==> src/rtl/ufc_map.vh <==
`ifndef UFC_MAP_VH
`define UFC_MAP_VH
// ----------------------------------------
// register offsets
// ----------------------------------------
`define UFC_OFS_THRESH 8'h0F
`define UFC_OFS_FLOW 8'h13
`define UFC_OFS_RES1 8'h14
`define UFC_OFS_RES2 8'h15
`define UFC_OFS_PAU1 8'h16
`define UFC_OFS_PAU2 8'h17
`define UFC_OFS_MODE 8'h30
`define UFC_OFS_STAT 8'h31
`define UFC_OFS_MASK 8'h32
`define UFC_OFS_STATE 8'h33
// ----------------------------------------
// field positions and reset values
// ----------------------------------------
`define UFC_FLOW_TXSEL_HI 7
`define UFC_FLOW_TXSEL_LO 6
`define UFC_FLOW_RXSEL_HI 5
`define UFC_FLOW_RXSEL_LO 4
`define UFC_FLOW_SWEN 3
`define UFC_FLOW_PINADDR 2
`define UFC_FLOW_ACTS 1
`define UFC_FLOW_ARTS 0
`define UFC_MODE_TXDIS 0
`define UFC_MODE_SPEC 1
`define UFC_MODE_RTS 2
`define UFC_ST_SPEC 0
`define UFC_ST_PAUSE 1
`define UFC_ST_RESUME 2
`define UFC_ST_CTS 7
`define UFC_RST_BYTE 8'h00
`define UFC_LVL_SHIFT 3
`endif

==> src/rtl/ufc_flow.v <==
// The address-and-strobe port was chosen for this implementation.
`timescale 1ns/100ps
`default_nettype none
`include "ufc_map.vh"

module ufc_flow (
	input wire CLK_SYS,
	input wire RST_N,
	input wire [7:0] REG_ADDR,
	input wire [7:0] REG_WDATA,
	input wire REG_WR,
	input wire REG_RD,
	output reg [7:0] REG_RDATA,
	input wire RX_CHAR_VALID,
	input wire [7:0] RX_CHAR,
	output reg RXQ_WR,
	output reg [7:0] RXQ_DATA,
	input wire [7:0] RXQ_LEVEL,
	input wire [3:0] GPIO_IN,
	input wire CTS_N,
	output reg RTS_N,
	output reg TX_ALLOW,
	output reg TX_FLOW_VALID,
	output reg [7:0] TX_FLOW_CHAR,
	input wire TX_FLOW_READY,
	output reg IRQ
);

	// ----------------------------------------
	// registers
	// ----------------------------------------
	reg [7:0] flow_control_config;
	reg [7:0] resume_char_first;
	reg [7:0] resume_char_second;
	reg [7:0] pause_char_first;
	reg [7:0] pause_char_second;
	reg [7:0] flow_threshold_config;
	reg [7:0] mode_ctrl;
	reg [7:0] irq_status;
	reg [7:0] irq_mask;
	reg cts_q;
	reg remote_paused;
	reg local_halted;
	reg pend_v;
	reg [7:0] pend;
	reg [1:0] tx_left;
	reg [7:0] tx_next;

	wire [1:0] tx_sel = flow_control_config[`UFC_FLOW_TXSEL_HI:`UFC_FLOW_TXSEL_LO];
	wire [1:0] rx_sel = flow_control_config[`UFC_FLOW_RXSEL_HI:`UFC_FLOW_RXSEL_LO];
	wire soft_en = flow_control_config[`UFC_FLOW_SWEN];
	wire pin_addr = flow_control_config[`UFC_FLOW_PINADDR];
	wire auto_cts = flow_control_config[`UFC_FLOW_ACTS];
	wire auto_rts = flow_control_config[`UFC_FLOW_ARTS];
	wire spec_en = mode_ctrl[`UFC_MODE_SPEC];
	wire tx_dis = mode_ctrl[`UFC_MODE_TXDIS];

	// ----------------------------------------
	// character set and roles
	// ----------------------------------------
	// pin-address mode replaces the stored low nibble for matching only
	wire [7:0] pause2_eff = pin_addr ? {pause_char_second[7:4], GPIO_IN} : pause_char_second;
	// both select bits set counts as double-character mode
	wire rx_dbl = (rx_sel == 2'b11);
	wire tx_dbl = (tx_sel == 2'b11);
	// double mode: the earlier byte on the line is the low byte, both ways
	wire [15:0] res16 = {resume_char_second, resume_char_first};
	wire [15:0] pau16 = {pause2_eff, pause_char_first};
	// first pair serves flow when soft flow is on, second pair only without detection
	wire flow_first = soft_en;
	wire flow_second = soft_en & ~spec_en;
	wire spec_first = spec_en & ~soft_en;
	wire spec_second = spec_en;
	wire cmp_first = rx_sel[1];
	wire cmp_second = rx_sel[0];

	// ----------------------------------------
	// receive comparison
	// ----------------------------------------
	// a pair match in double mode replaces the single-character compares
	reg hit_res_flow;
	reg hit_pau_flow;
	reg hit_spec;
	always @* begin
		hit_res_flow = 1'b0;
		hit_pau_flow = 1'b0;
		hit_spec = 1'b0;
		if (RX_CHAR_VALID) begin
			if (rx_dbl) begin
				// pair compare: previous byte low, current byte high
				if (pend_v && {RX_CHAR, pend} == res16) begin
					hit_res_flow = soft_en;
					hit_spec = ~soft_en & spec_en;
				end
				if (pend_v && {RX_CHAR, pend} == pau16) begin
					hit_pau_flow = soft_en;
					hit_spec = ~soft_en & spec_en;
				end
			end else begin
				if (cmp_first && RX_CHAR == resume_char_first) begin
					hit_res_flow = hit_res_flow | flow_first;
					hit_spec = hit_spec | spec_first;
				end
				if (cmp_first && RX_CHAR == pause_char_first) begin
					hit_pau_flow = hit_pau_flow | flow_first;
					hit_spec = hit_spec | spec_first;
				end
				if (cmp_second && RX_CHAR == resume_char_second) begin
					hit_res_flow = hit_res_flow | flow_second;
					hit_spec = hit_spec | spec_second;
				end
				if (cmp_second && RX_CHAR == pause2_eff) begin
					hit_pau_flow = hit_pau_flow | flow_second;
					hit_spec = hit_spec | spec_second;
				end
			end
		end
	end

	// flow characters are dropped only with soft flow and comparison both on
	wire drop = soft_en & (rx_sel != 2'b00) & (hit_res_flow | hit_pau_flow);

	// ----------------------------------------
	// receive queue feed
	// ----------------------------------------
	// double mode holds one byte back so a matched pair can be dropped whole
	always @(posedge CLK_SYS) begin
		if (!RST_N) begin
			RXQ_WR <= 1'b0;
			RXQ_DATA <= `UFC_RST_BYTE;
			pend_v <= 1'b0;
			pend <= `UFC_RST_BYTE;
		end else begin
			RXQ_WR <= 1'b0;
			if (RX_CHAR_VALID && rx_dbl) begin
				if (drop) begin
					pend_v <= 1'b0;
				end else begin
					RXQ_WR <= pend_v;
					RXQ_DATA <= pend;
					pend <= RX_CHAR;
					pend_v <= 1'b1;
				end
			end else if (RX_CHAR_VALID) begin
				RXQ_WR <= ~drop;
				RXQ_DATA <= RX_CHAR;
			end else if (pend_v && !rx_dbl) begin
				RXQ_WR <= 1'b1; // flush held byte on mode change
				RXQ_DATA <= pend;
				pend_v <= 1'b0;
			end
		end
	end

	// ----------------------------------------
	// thresholds
	// ----------------------------------------
	// levels step by eight words and top out at 120
	// a halt field of zero makes the halt level always reached
	wire [7:0] halt_lvl = {1'b0, flow_threshold_config[3:0], 3'b000};
	wire [7:0] resume_lvl = {1'b0, flow_threshold_config[7:4], 3'b000};
	wire at_halt = (RXQ_LEVEL >= halt_lvl);
	wire at_resume = (RXQ_LEVEL <= resume_lvl);

	// ----------------------------------------
	// remote throttle and transmit permission
	// ----------------------------------------
	always @(posedge CLK_SYS) begin
		if (!RST_N) begin
			remote_paused <= 1'b0;
			cts_q <= 1'b1;
			TX_ALLOW <= 1'b0;
		end else begin
			cts_q <= CTS_N;
			if (!soft_en) begin
				remote_paused <= 1'b0;
			end else if (hit_pau_flow) begin
				remote_paused <= 1'b1;
			end else if (hit_res_flow) begin
				remote_paused <= 1'b0;
			end
			// clear-to-send high stops the transmitter in auto mode
			TX_ALLOW <= ~tx_dis & ~(auto_cts & CTS_N) & ~remote_paused;
		end
	end

	// ----------------------------------------
	// request-to-send
	// ----------------------------------------
	always @(posedge CLK_SYS) begin
		if (!RST_N) begin
			RTS_N <= 1'b1;
		end else if (auto_rts) begin
			if (!RTS_N && at_halt) begin
				RTS_N <= 1'b1;
			end else if (RTS_N && at_resume) begin
				RTS_N <= 1'b0;
			end
		end else begin
			RTS_N <= ~mode_ctrl[`UFC_MODE_RTS];
		end
	end

	// ----------------------------------------
	// local flow character sender
	// ----------------------------------------
	// tx_left counts characters still to offer after the current one
	always @(posedge CLK_SYS) begin
		if (!RST_N) begin
			local_halted <= 1'b0;
			TX_FLOW_VALID <= 1'b0;
			TX_FLOW_CHAR <= `UFC_RST_BYTE;
			tx_left <= 2'd0;
			tx_next <= `UFC_RST_BYTE;
		end else if (TX_FLOW_VALID) begin
			if (TX_FLOW_READY) begin
				if (tx_left != 2'd0) begin
					TX_FLOW_CHAR <= tx_next;
					tx_left <= tx_left - 2'd1;
				end else begin
					TX_FLOW_VALID <= 1'b0;
				end
			end
		end else if (!soft_en || tx_sel == 2'b00) begin
			local_halted <= 1'b0;
		end else if (!local_halted && at_halt) begin
			local_halted <= 1'b1;
			TX_FLOW_VALID <= 1'b1;
			case (tx_sel)
				2'b10: begin
					TX_FLOW_CHAR <= pause_char_first;
				end
				2'b01: begin
					TX_FLOW_CHAR <= pause_char_second;
				end
				default: begin
					TX_FLOW_CHAR <= pause_char_first;
					tx_next <= pause_char_second;
					tx_left <= 2'd1;
				end
			endcase
		end else if (local_halted && at_resume) begin
			local_halted <= 1'b0;
			TX_FLOW_VALID <= 1'b1;
			case (tx_sel)
				2'b10: begin
					TX_FLOW_CHAR <= resume_char_first;
				end
				2'b01: begin
					TX_FLOW_CHAR <= resume_char_second;
				end
				default: begin
					TX_FLOW_CHAR <= resume_char_first;
					tx_next <= resume_char_second;
					tx_left <= 2'd1;
				end
			endcase
		end
	end

	// ----------------------------------------
	// register writes and sticky status
	// ----------------------------------------
	// the sampler resets high, so a low pin at release reports one change
	wire cts_change = (CTS_N != cts_q);
	reg [7:0] set_bits;
	// one set vector so every event reaches status the same way
	always @* begin
		set_bits = 8'h00;
		set_bits[`UFC_ST_CTS] = cts_change;
		set_bits[`UFC_ST_SPEC] = hit_spec;
		set_bits[`UFC_ST_PAUSE] = hit_pau_flow;
		set_bits[`UFC_ST_RESUME] = hit_res_flow;
	end

	always @(posedge CLK_SYS) begin
		if (!RST_N) begin
			flow_control_config <= `UFC_RST_BYTE;
			resume_char_first <= `UFC_RST_BYTE;
			resume_char_second <= `UFC_RST_BYTE;
			pause_char_first <= `UFC_RST_BYTE;
			pause_char_second <= `UFC_RST_BYTE;
			flow_threshold_config <= `UFC_RST_BYTE;
			mode_ctrl <= `UFC_RST_BYTE;
			irq_status <= `UFC_RST_BYTE;
			irq_mask <= `UFC_RST_BYTE;
			IRQ <= 1'b0;
		end else begin
			// set wins over a write-one clear in the same cycle
			if (REG_WR && REG_ADDR == `UFC_OFS_STAT) begin
				irq_status <= (irq_status & ~REG_WDATA) | set_bits;
			end else begin
				irq_status <= irq_status | set_bits;
			end
			IRQ <= |(irq_status & irq_mask);
			if (REG_WR) begin
				case (REG_ADDR)
					`UFC_OFS_FLOW: flow_control_config <= REG_WDATA;
					`UFC_OFS_RES1: resume_char_first <= REG_WDATA;
					`UFC_OFS_RES2: resume_char_second <= REG_WDATA;
					`UFC_OFS_PAU1: pause_char_first <= REG_WDATA;
					`UFC_OFS_PAU2: pause_char_second <= REG_WDATA;
					`UFC_OFS_THRESH: flow_threshold_config <= REG_WDATA;
					`UFC_OFS_MODE: mode_ctrl <= {5'b00000, REG_WDATA[2:0]};
					`UFC_OFS_MASK: irq_mask <= REG_WDATA;
					default: begin
					end
				endcase
			end
		end
	end

	// ----------------------------------------
	// register reads
	// ----------------------------------------
	reg [7:0] next_rdata;
	always @* begin
		case (REG_ADDR)
			`UFC_OFS_FLOW: next_rdata = flow_control_config;
			`UFC_OFS_RES1: next_rdata = resume_char_first;
			`UFC_OFS_RES2: next_rdata = resume_char_second;
			`UFC_OFS_PAU1: next_rdata = pause_char_first;
			`UFC_OFS_PAU2: next_rdata = pause_char_second;
			`UFC_OFS_THRESH: next_rdata = flow_threshold_config;
			`UFC_OFS_MODE: next_rdata = mode_ctrl;
			`UFC_OFS_STAT: next_rdata = irq_status;
			`UFC_OFS_MASK: next_rdata = irq_mask;
			`UFC_OFS_STATE: next_rdata = {4'h0, cts_q, local_halted, remote_paused, pend_v};
			default: next_rdata = 8'h00;
		endcase
	end

	// read data stand for the one cycle after the strobe, zero otherwise
	always @(posedge CLK_SYS) begin
		if (!RST_N) begin
			REG_RDATA <= 8'h00;
		end else begin
			REG_RDATA <= REG_RD ? next_rdata : 8'h00;
		end
	end

endmodule // ufc_flow
`default_nettype wire

==> config.mk <==
export PLATFORM = sky130hd
export DESIGN_NAME = ufc_flow
export DESIGN_NICKNAME = d
export VERILOG_FILES = /design/src/rtl/ufc_flow.v
export VERILOG_INCLUDE_DIRS = /design/src /design/src/rtl
export SDC_FILE = /design/constraint.sdc
export NUM_CORES = 1
export LEC_CHECK = 0
export BUFFER_PORTS_ARGS = -buffer_cell sky130_fd_sc_hd__buf_2
export CORE_AREA = 4 4 125 127
export DETAILED_ROUTE_END_ITERATION = 8
export DIE_AREA = 0 0 129 131
export GPL_TIMING_DRIVEN = 0
export PLACE_DENSITY_LB_ADDON = 0.05
export SLEW_MARGIN = 5
export SYNTH_ARGS = -nofsm -noshare
export SYNTH_HDL_FRONTEND = slang
export SYNTH_SLANG_ARGS = --single-unit
==> constraint.sdc <==
create_clock -name CLK_SYS -period 2.4 [get_ports CLK_SYS]
set_input_delay 0 -clock CLK_SYS [delete_from_list [all_inputs] [get_ports CLK_SYS]]
set_output_delay 0 -clock CLK_SYS [all_outputs]
set_load 0.05 [all_outputs]
==> results.txt, run 1 <==
- Status: finished clean
- Final setup viols: 0
- Critical path, cell by cell: xor2_1 -> nor4_1 -> nand2_1 -> a2bb2oi_1 -> a21oi_4 -> nor3_1 -> buf_2 -> o21a_1
- Of all nets on the critical path, the largest fanout is 9.
- In the routed design, unresolved DRC markers number 0.
- Wire length of the first global-routing pass: 35.94 mm
- Global routing finished with a remaining overflow of 0.
- The worst setup path is launched from a register.
- Before antenna repair, the detailed router went through 5 iterations.
* Clk slew on worst S/H paths: 50 ps
* Number of cells in the design after placement: 1031
* Metal1 wirelength: 10.70 mm
- Syn_nets: 848
* Dominant register cell in the synthesized netlist: sky130_fd_sc_hd__dfxtp_1
- Final setup TNS: 0 ps
- Hold Slack: 11.41 ps
- Counting the fill cells in the layout gives 1375.
* Die area: 16900 µm²
- Counting flops and latches in the post-synthesis netlist gives 118.
* Number of warnings reported in the yosys synthesis log: 0
- Among cell families on the critical path, the largest total delay comes from simple AND/OR/NAND/NOR gates.
- Data arrives at the worst endpoint at 2670 ps.
- For this run, the top clock speed supported by timing is 0.4249 GHz.
- Max-cap violations in this run came to 0.
- Crit-path max cell delay: 550 ps
- Number of levels the H-tree was split into: 4
- The path class of the tightest hold or removal check is in -> reg.
- Number of enable flip-flop cells after synthesis: 0
* Net Switching: 1.248 mW
* Switching part of the total: 24.83%
* Synthesized area per cell: 8.048 µm²
* Count of different cell masters after synthesis: 62
- Per report_power, the combinational group accounts for 7.6% of the total.
* Post-synthesis to final-layout area growth: 21.34%
- Routed signal wires occupy layers up through met4.
- For the pin with the worst max-slew slack, the measured transition is 1123 ps.
- Final min period: 2353 ps
* Maximum ir drop on the vdd rail: 631.4 µV
- TritonCTS built the clock tree.
- Placer's final routability congestion estimate: 0.9951
* Vert. Die Dim: 131 µm
- Number of buffers on the longest clock path: 2
- Internal power comes to 3.777 mW.
- In the final routed layout, each cell accounts on average for 22.71 µm.
- Total via count in the routed design: 6428
* Number of global-route vias before repair: 6169
- The worst register-to-register path begins at resume_char_second[0].
* Worst Path Buf+Inv: 1
* Max-slew headroom at the worst pin: 23.97%
- Pin placement for this block handled 72 I/O pins.
- Clk sink count: 118
- Final HPWL from detailed placement: 17.43 mm
- Total met3 wirelength after detailed routing: 2.127 mm
- Met2 wire length: 10.95 mm
* Number of non-filler instances in the completed layout: 1071
- Total detailed-routing wirelength: 24.33 mm
- The share of total power dissipated in sequential elements is 39.6%.
- Average vias per placed instance: 6.002
- Initial core utilization: 44.30%
* CP Class: reg -> reg
* Max Clock Skew: 11.46 ps
- The count of pins over their slew limit was 0.
* Setup slack of the worst register-to-register path: 50 ps
- Antenna cells: 0
* Synthesized cell area: 6390 µm²
- Once detail routing completed, the nets flagged for antenna violations numbered 0.
- Power per Cell Area: 648.1 nW/µm²
* Clock latency at the later pin of the worst-skew pair: 430 ps
- Counting the buffers created by CTS gives 17.
- The initial antenna violation count is 0.
- Root Buffer Master: sky130_fd_sc_hd__clkbuf_16
- The worst hold path passes through 5 cells.
* Die Span X: 129 µm
- Entering global routing, the biggest net connects 17 pins.
- The initialized floorplan defines 44 standard-cell rows.
- After layout, the worst path uses 98.06% of the clock period.
* Post-synthesis sequential area ratio: 36.97%
- For this block, the initial DRC count from the detailed router was 539.
- Post-placement setup slack: -685.3 ps
* Cell with the biggest individual delay on the critical path: sky130_fd_sc_hd__dfxtp_1
* Critical Path End Type: register
* Hold path endpoint: RTS_N
- The worst path meets setup with 46.66 ps of slack.
* Clock network power share: 52.8%
* FFs w/ async S/R, synth: 0%
- In this run the most critical hold path is launched from RXQ_LEVEL[7].
* Layout cells sized above 1: 15.67%
* Final Hold Fails: 0
- In the synthesized netlist, the number of instances is 794.
- In this run the number of cells on the critical path is 8.
* Terminus of the critical flop-to-flop path: pend_v
- Required time of the critical path: 2710 ps
* Worst-case reg-to-reg path depth: 8
- In this run the tool buffered the top-level ports with 53 buffer cells.
- Leakage: 2.712 nW
- Core box area: 14420 µm²
* Number of nets in the final layout: 928
- For this run, the total global-route usage over all layers was measured as 28.79%.
## final cells by class
| type | count | area, µm² | area share [%] |
|---|---|---|---|
| well taps | 184 | 230.2 | 2.969 |
| clock inverters | 12 | 150.1 | 1.936 |
| multi-input cells | 597 | 3842 | 49.56 |
| flip-flops and latches | 118 | 2375 | 30.63 |
| repair buffers | 63 | 360.3 | 4.647 |
| clock buffers | 20 | 456.7 | 5.890 |
| plain buffers | 58 | 267.8 | 3.453 |
| inverters | 19 | 71.32 | 0.9198 |
## per-stage QoR
stage               cell area [µm²]  utilization, %  power (mW)
floorplan                      6390               -       2.261
global placement               6885           47.74       2.381
detailed placement             6885           47.74       2.389
CTS                            7646           53.01       5.031
global route                   7754           53.76       5.154
finish                         7754           53.76       5.025
## what timing repair did
item                                    4_1_cts  5_1_grt
endpoints found under the setup margin       38       27
endpoints found under the hold margin        23        0
resized for setup                            27       26
pin swaps                                     2        7
setup buffers                                 2        3
hold buffers                                  5        0
## placed cells by master (no fill, tap or decap), drive strengths merged, types with 18 or more instances in the layout
cell type / n
clkbuf: 68
a21oi: 83
a22oi: 18
nand2: 138
xnor2: 25
nor2: 34
buf: 68
inv: 21
dfxtp: 118
mux2i: 61
xor2: 25
nand3: 57
o21ai: 27
## cell families after synthesis
| family | count (synthesis) | synth area share (%) |
|---|---|---|
| muxes | 66 | 10.61 |
| DFF | 118 | 36.97 |
| xor gates and xnor gates | 50 | 6.853 |
| buffers and inverters | 79 | 4.836 |
| adders and majority gates | 11 | 2.154 |
| AOI/OAI and AO/OA | 192 | 18.78 |
| and+or+nand+nor | 278 | 19.80 |
## synthesized netlist by cell type, types with 6 or more instances
cell type / count / area share [%]
sky130_fd_sc_hd__a31oi_1: 8 / 0.78
sky130_fd_sc_hd__nand2_1: 138 / 8.1
sky130_fd_sc_hd__a22oi_1: 18 / 2.1
sky130_fd_sc_hd__xnor2_1: 25 / 3.4
sky130_fd_sc_hd__clkbuf_1: 48 / 2.8
sky130_fd_sc_hd__o211ai_1: 10 / 1.2
sky130_fd_sc_hd__nor4_1: 6 / 0.59
sky130_fd_sc_hd__inv_1: 19 / 1.1
sky130_fd_sc_hd__a211oi_1: 9 / 1.1
sky130_fd_sc_hd__a221oi_1: 8 / 1.1
sky130_fd_sc_hd__nand3_1: 57 / 4.5
sky130_fd_sc_hd__nor3_1: 8 / 0.63
sky130_fd_sc_hd__o21ai_0: 26 / 2.0
sky130_fd_sc_hd__xor2_1: 25 / 3.4
sky130_fd_sc_hd__a21oi_1: 82 / 6.4
sky130_fd_sc_hd__dfxtp_1: 118 / 37
sky130_fd_sc_hd__nor2_1: 34 / 2.0
sky130_fd_sc_hd__mux2i_1: 61 / 9.6
sky130_fd_sc_hd__nand2b_1: 6 / 0.59
sky130_fd_sc_hd__nand4_1: 7 / 0.69
sky130_fd_sc_hd__ha_1: 11 / 2.2
## how the worst max path moves through the flow
stage / from / endpoint / slack [ps]
finish: resume_char_second[0] / pend_v / 50
floorplan: flow_threshold_config[6] / tx_next[6] / 3
CTS: flow_threshold_config[6] / tx_next[6] / -20
detailed placement: flow_threshold_config[6] / tx_next[6] / -690
global route: flow_threshold_config[5] / TX_FLOW_CHAR[2] / -20
global placement: flow_threshold_config[6] / tx_next[6] / -620
## metal layers
metal	track usage, %	vias up
li1	-	2988
met5	0	-
met1	39.18	3087
met3	7.317	44
met4	9.944	0
met2	44.57	309
## worst min-delay path: stages
cell and delay (ps):
sky130_fd_sc_hd__buf_2 110, sky130_fd_sc_hd__a21oi_4 50, sky130_fd_sc_hd__nand2_1 60, sky130_fd_sc_hd__o211ai_1 80, sky130_fd_sc_hd__o211ai_1 80
## power groups by stage
stage | clock network (mW) | registers [mW] | logic (mW)
3_5_place_dp | 0 | 2.03 | 0.356
3_3_place_gp | 0 | 2.03 | 0.348
2_1_floorplan | 0 | 2.08 | 0.182
4_1_cts | 2.67 | 1.99 | 0.371
5_1_grt | 2.75 | 1.99 | 0.411
6_report | 2.65 | 1.99 | 0.383
## registers in the layout, summed over array words and instances, names as in the netlist
| signal | count |
|---|---|
| REG_RDATA | 8 |
| RXQ_DATA | 8 |
| TX_FLOW_CHAR | 8 |
| flow_control_config | 8 |
| flow_threshold_config | 8 |
| irq_mask | 8 |
| irq_status | 8 |
| pause_char_first | 8 |
| pause_char_second | 8 |
| pend | 8 |
| resume_char_first | 8 |
| resume_char_second | 8 |
| tx_next | 8 |
| mode_ctrl | 3 |
| tx_left | 2 |
| IRQ | 1 |
| RTS_N | 1 |
| RXQ_WR | 1 |
| TX_ALLOW | 1 |
| TX_FLOW_VALID | 1 |
| cts_q | 1 |
| local_halted | 1 |
| pend_v | 1 |
| remote_paused | 1 |
Note: power is estimated with default switching activity, not from simulation.
==> inputs of run 2 (changes only) <==
- ABC_AREA: not set -> 1
- CORE_AREA: 4 4 125 127 -> 4 4 127 129
- DIE_AREA: 0 0 129 131 -> 0 0 131 133
- REMOVE_ABC_BUFFERS: not set -> 1
==> results.txt, run 2 <==
- Number of non-filler instances in the completed layout: 1252 (+17%)
- Synthesized netlist cell count: 982 (+24%)
- Kind of path behind the tightest hold check: in -> reg
- Commonest cells in the synthesized netlist: 208 x sky130_fd_sc_hd__nand2_1, 118 x sky130_fd_sc_hd__dfxtp_1, 107 x sky130_fd_sc_hd__inv_1, 95 x sky130_fd_sc_hd__nor2_1, 87 x sky130_fd_sc_hd__o21ai_0
- Clock tree from TritonCTS: done
* Count of different cell masters after synthesis: 42 (-32%)
- The count of pins over their slew limit is 0 (unchanged).
* Overall power: 5.159 mW (+2.6%)
- STA classifies the critical path endpoint as a register.
* Number of maximum-capacitance violations: 0 (unchanged)
* Wire length of the first global-routing pass: 34.11 mm (-5.1%)
* Leakage: 3.212 nW (+18%)
- Final Hold Fails: 0 (unchanged)
- The hold path depth is 3 (-2).
- CTS buffer count: 17 (unchanged)
* Number of rows created at floorplan: 45 (+2.3%)
* Dominant register cell in the synthesized netlist: sky130_fd_sc_hd__dfxtp_1
- Clk slew on worst S/H paths: 60 ps (about the same)
- The number of detailed-routing iterations run before antenna repair is 5 (unchanged).
- Number of global-route vias before repair: 6098 (-1.2%)
- Post-synthesis sequential area ratio: 35.72% (-1.3 points)
- Hold path endpoint: pend[7]
- The floorplan core area came to 15030 µm² (+4.2%).
* Top cells by area in the synthesized netlist: sky130_fd_sc_hd__dfxtp_1 36%, sky130_fd_sc_hd__nand2_1 12%, sky130_fd_sc_hd__o21ai_0 6.6%
- The share of layout cells above drive strength 1 is 16.73% (+1.1 points).
- Hold path startpoint: RX_CHAR[7]
- Synthesized area per cell: 6.735 µm² (-16%)
- The count of yosys warnings during synthesis came to 0 (unchanged).
- Max-slew headroom at the worst pin: 15.17% (-8.8 points)
- The worst setup slack after placement was -241.6 ps (+443.7 ps).
- The initial cell density of the core is 44.00% (-0.31 points).
- Vert. Die Dim: 133 µm (+1.5%)
- The area growth from synthesis to layout is 19.14%.
* Final setup TNS: 0 ps (unchanged)
- The count of nets left with antenna violations after detail routing was 0 (unchanged).
- Final setup viols: 0 (unchanged)
- Placer's final routability congestion estimate: 0.9226 (-7.3%)
* Number of buffers on the longest clock path: 2 (unchanged)
- Cell area reported after detailed placement: 6978 µm² (+1.3%)
- Synthesized cell area: 6614 µm² (+3.5%)
- The HPWL reported at the end of detailed placement came to 15.67 mm (-10%).
* Max Freq: 0.4524 GHz (+6.5%)
- Hold Slack: 13.31 ps (+1.902 ps)
- The slack of the worst reg-to-reg path is 190 ps (+140 ps).
* Average vias per placed instance: 5.338 (-11%)
* Number of nets in the final layout: 1105 (+19%)
- Required time of the critical path: 2760 ps (+50 ps)
* Worst-case reg-to-reg path depth: 15 (+7)
- Clk sink count: 118 (unchanged)
* Cell area after layout: 7880 µm² (+1.6%)
- sky130_fd_sc_hd__dfxtp_1 takes more of the synthesized area than any other cell.
- The number of antenna diodes was 0 (unchanged).
* FFs w/ async S/R, synth: 0% (unchanged)
- WP data arrival: 2570 ps (-100 ps)
- Total via count in the routed design: 6683 (+4.0%)
* Largest net degree at the start of global routing: 75 (+58)
- Total gr overflow: 0 (unchanged)
- The actual slew at the worst max-slew pin came to 1272 ps (+149.8 ps).
* Final min period: 2211 ps (-142.8 ps)
* Detailed router's first-iteration violation count: 572 (+6.1%)
* Total detailed-routing wirelength: 21.56 mm (-11%)
- The final standard cell utilization of the core is 52.42% (-1.3 points).
- Die area: 17420 µm² (+3.1%)
- Terminus of the critical flop-to-flop path: tx_next[7]
- sky130_fd_sc_hd__nand2_1 is the most common cell in the netlist.
- The insertion delay to the later sink of the worst-skew pair came to 430 ps (about the same).
- The share of the cycle needed by the critical path after routing is 92.11% (-5.9 points).
- The library cell used most frequently in the layout, excluding fill and tap cells, is sky130_fd_sc_hd__nand2_1.
- Maximum ir drop on the vdd rail: 457.6 µV (-28%)
- RSZ-0062 raised after global routing: yes
- The final setup skew was 8.093 ps (-3.364 ps).
- Root Buffer Master: sky130_fd_sc_hd__clkbuf_16
- Number of synthesized register bits: 118 (unchanged)
- Worst r2r src: flow_threshold_config[3]
* Power per Cell Area: 654.6 nW/µm² (+1.0%)
* Number of enable flip-flop cells after synthesis: 0 (unchanged)
* Number of levels the H-tree was split into: 4 (unchanged)
* Setup slack of the critical path after layout: 189.4 ps (+142.8 ps)
- The top-area cell type share of the netlist area is 35.72% (-1.3 points).
* Commonest cells after routing, fill and taps aside: 206 x sky130_fd_sc_hd__nand2_1, 117 x sky130_fd_sc_hd__dfxtp_1, 106 x sky130_fd_sc_hd__inv_1, 93 x sky130_fd_sc_hd__nor2_1, 87 x sky130_fd_sc_hd__o21ai_0
- The all-layer global routing usage came to 25.38% (-3.4 points).
* Remaining routing DRC violations: 0 (unchanged)
- Antenna violations before repair: 1 (+1)
- The placed instance count came to 1198 (+16%).
- Port-buffer cells: 71 (+34%)
- Crit-path max FO: 10 (+1)
* Top Ports: 72 (unchanged)
* Die Span X: 131 µm (+1.6%)
- Status: finished clean
- The mean routed wirelength per cell was 17.22 µm (-24%).
- CP Class: reg -> reg
* Worst Setup Start Kind: register
## run 2: changes by cell type after synthesis, moves of 15 or more
cell / change
sky130_fd_sc_hd__o21ai_1: +15
sky130_fd_sc_hd__clkbuf_1: -23
sky130_fd_sc_hd__o21ai_0: +61
sky130_fd_sc_hd__nor2_1: +61
sky130_fd_sc_hd__nor2_2: +22
sky130_fd_sc_hd__nand3_1: -18
sky130_fd_sc_hd__inv_1: +88
sky130_fd_sc_hd__xor2_1: -15
sky130_fd_sc_hd__nand2_1: +70
sky130_fd_sc_hd__a22oi_1: -18
sky130_fd_sc_hd__mux2i_1: -61
sky130_fd_sc_hd__inv_2: +22
## run 2: worst max path at each step
stage,start,endpoint,slack (ps),depth (start not counted)
after CTS,flow_threshold_config[3],tx_next[0],130,15
final,flow_threshold_config[3],tx_next[7],190,15
after floorplan,flow_threshold_config[2],tx_next[2],330,15
after detailed placement,flow_threshold_config[2],tx_next[4],-240,15
after global placement,REG_ADDR[6],flow_control_config[2],-450,9
after global routing,flow_threshold_config[3],tx_next[5],-20,15
## run 2: per-layer routing
metal | share of wire, % | wire length, µm | track usage [%] | vias up
met5 | 0.032 | 7 | 0 | -
met4 | 1.7 | 362 | 7.143 | 2
met3 | 6.2 | 1334 | 4.804 | 32
met2 | 44 | 9514 | 38.15 | 192
met1 | 48 | 10340 | 36.87 | 3067
li1 | - | - | - | 3390
## run 2: what timing repair did
| action | CTS | global route |
|---|---|---|
| gates cloned | 1 | 0 |
| pin swaps | 2 | 4 |
| hold buffers | 16 | 0 |
| endpoints found under the hold margin | 38 | 0 |
| resized for setup | 4 | 10 |
| endpoints found under the setup margin | 32 | 25 |
| buffers inserted | 3 | 2 |
## run 2: worst max-delay path, stage by stage, from the launching register on
cell and delay (ps):
sky130_fd_sc_hd__dfxtp_1 320, sky130_fd_sc_hd__inv_1 70, sky130_fd_sc_hd__ha_1 290, sky130_fd_sc_hd__nand2_2 80
sky130_fd_sc_hd__nor2_2 130, sky130_fd_sc_hd__nand4_1 160, sky130_fd_sc_hd__o2111ai_4 130, sky130_fd_sc_hd__nand2_4 110
sky130_fd_sc_hd__inv_8 110, sky130_fd_sc_hd__a21oi_2 50, sky130_fd_sc_hd__inv_1 90, sky130_fd_sc_hd__nand2_2 80
sky130_fd_sc_hd__nor2_4 160, sky130_fd_sc_hd__buf_4 140, sky130_fd_sc_hd__o21ai_0 60, sky130_fd_sc_hd__nor2_1 160
## run 2: layout make-up
| type | count | area, µm² |
|---|---|---|
| inverters | 132 | 510.5 |
| flip-flops and latches | 118 | 2364 |
| fillers | 1555 | 7153 |
| well taps | 188 | 235.2 |
| clock buffers | 18 | 439.2 |
| multi-input cells | 690 | 3568 |
| repair buffers | 92 | 556.8 |
| clock inverters | 14 | 206.4 |
## run 2: logic make-up after synthesis
logic type | Yosys count | share of synthesized area [%]
DFF | 118 | 35.72
AOI/OAI and AO/OA | 265 | 23.12
xor gates and xnor gates | 23 | 3.046
buffers and inverters | 175 | 11.07
adders and majority gates | 11 | 2.081
and+or+nand+nor | 390 | 24.97
## run 2: power breakdown
group	switching, mW	internal (mW)	total [mW]
registers	0.00846	1.98	1.98
clock network	0.937	1.86	2.79
logic	0.260	0.121	0.381
total	1.21	3.95	5.16
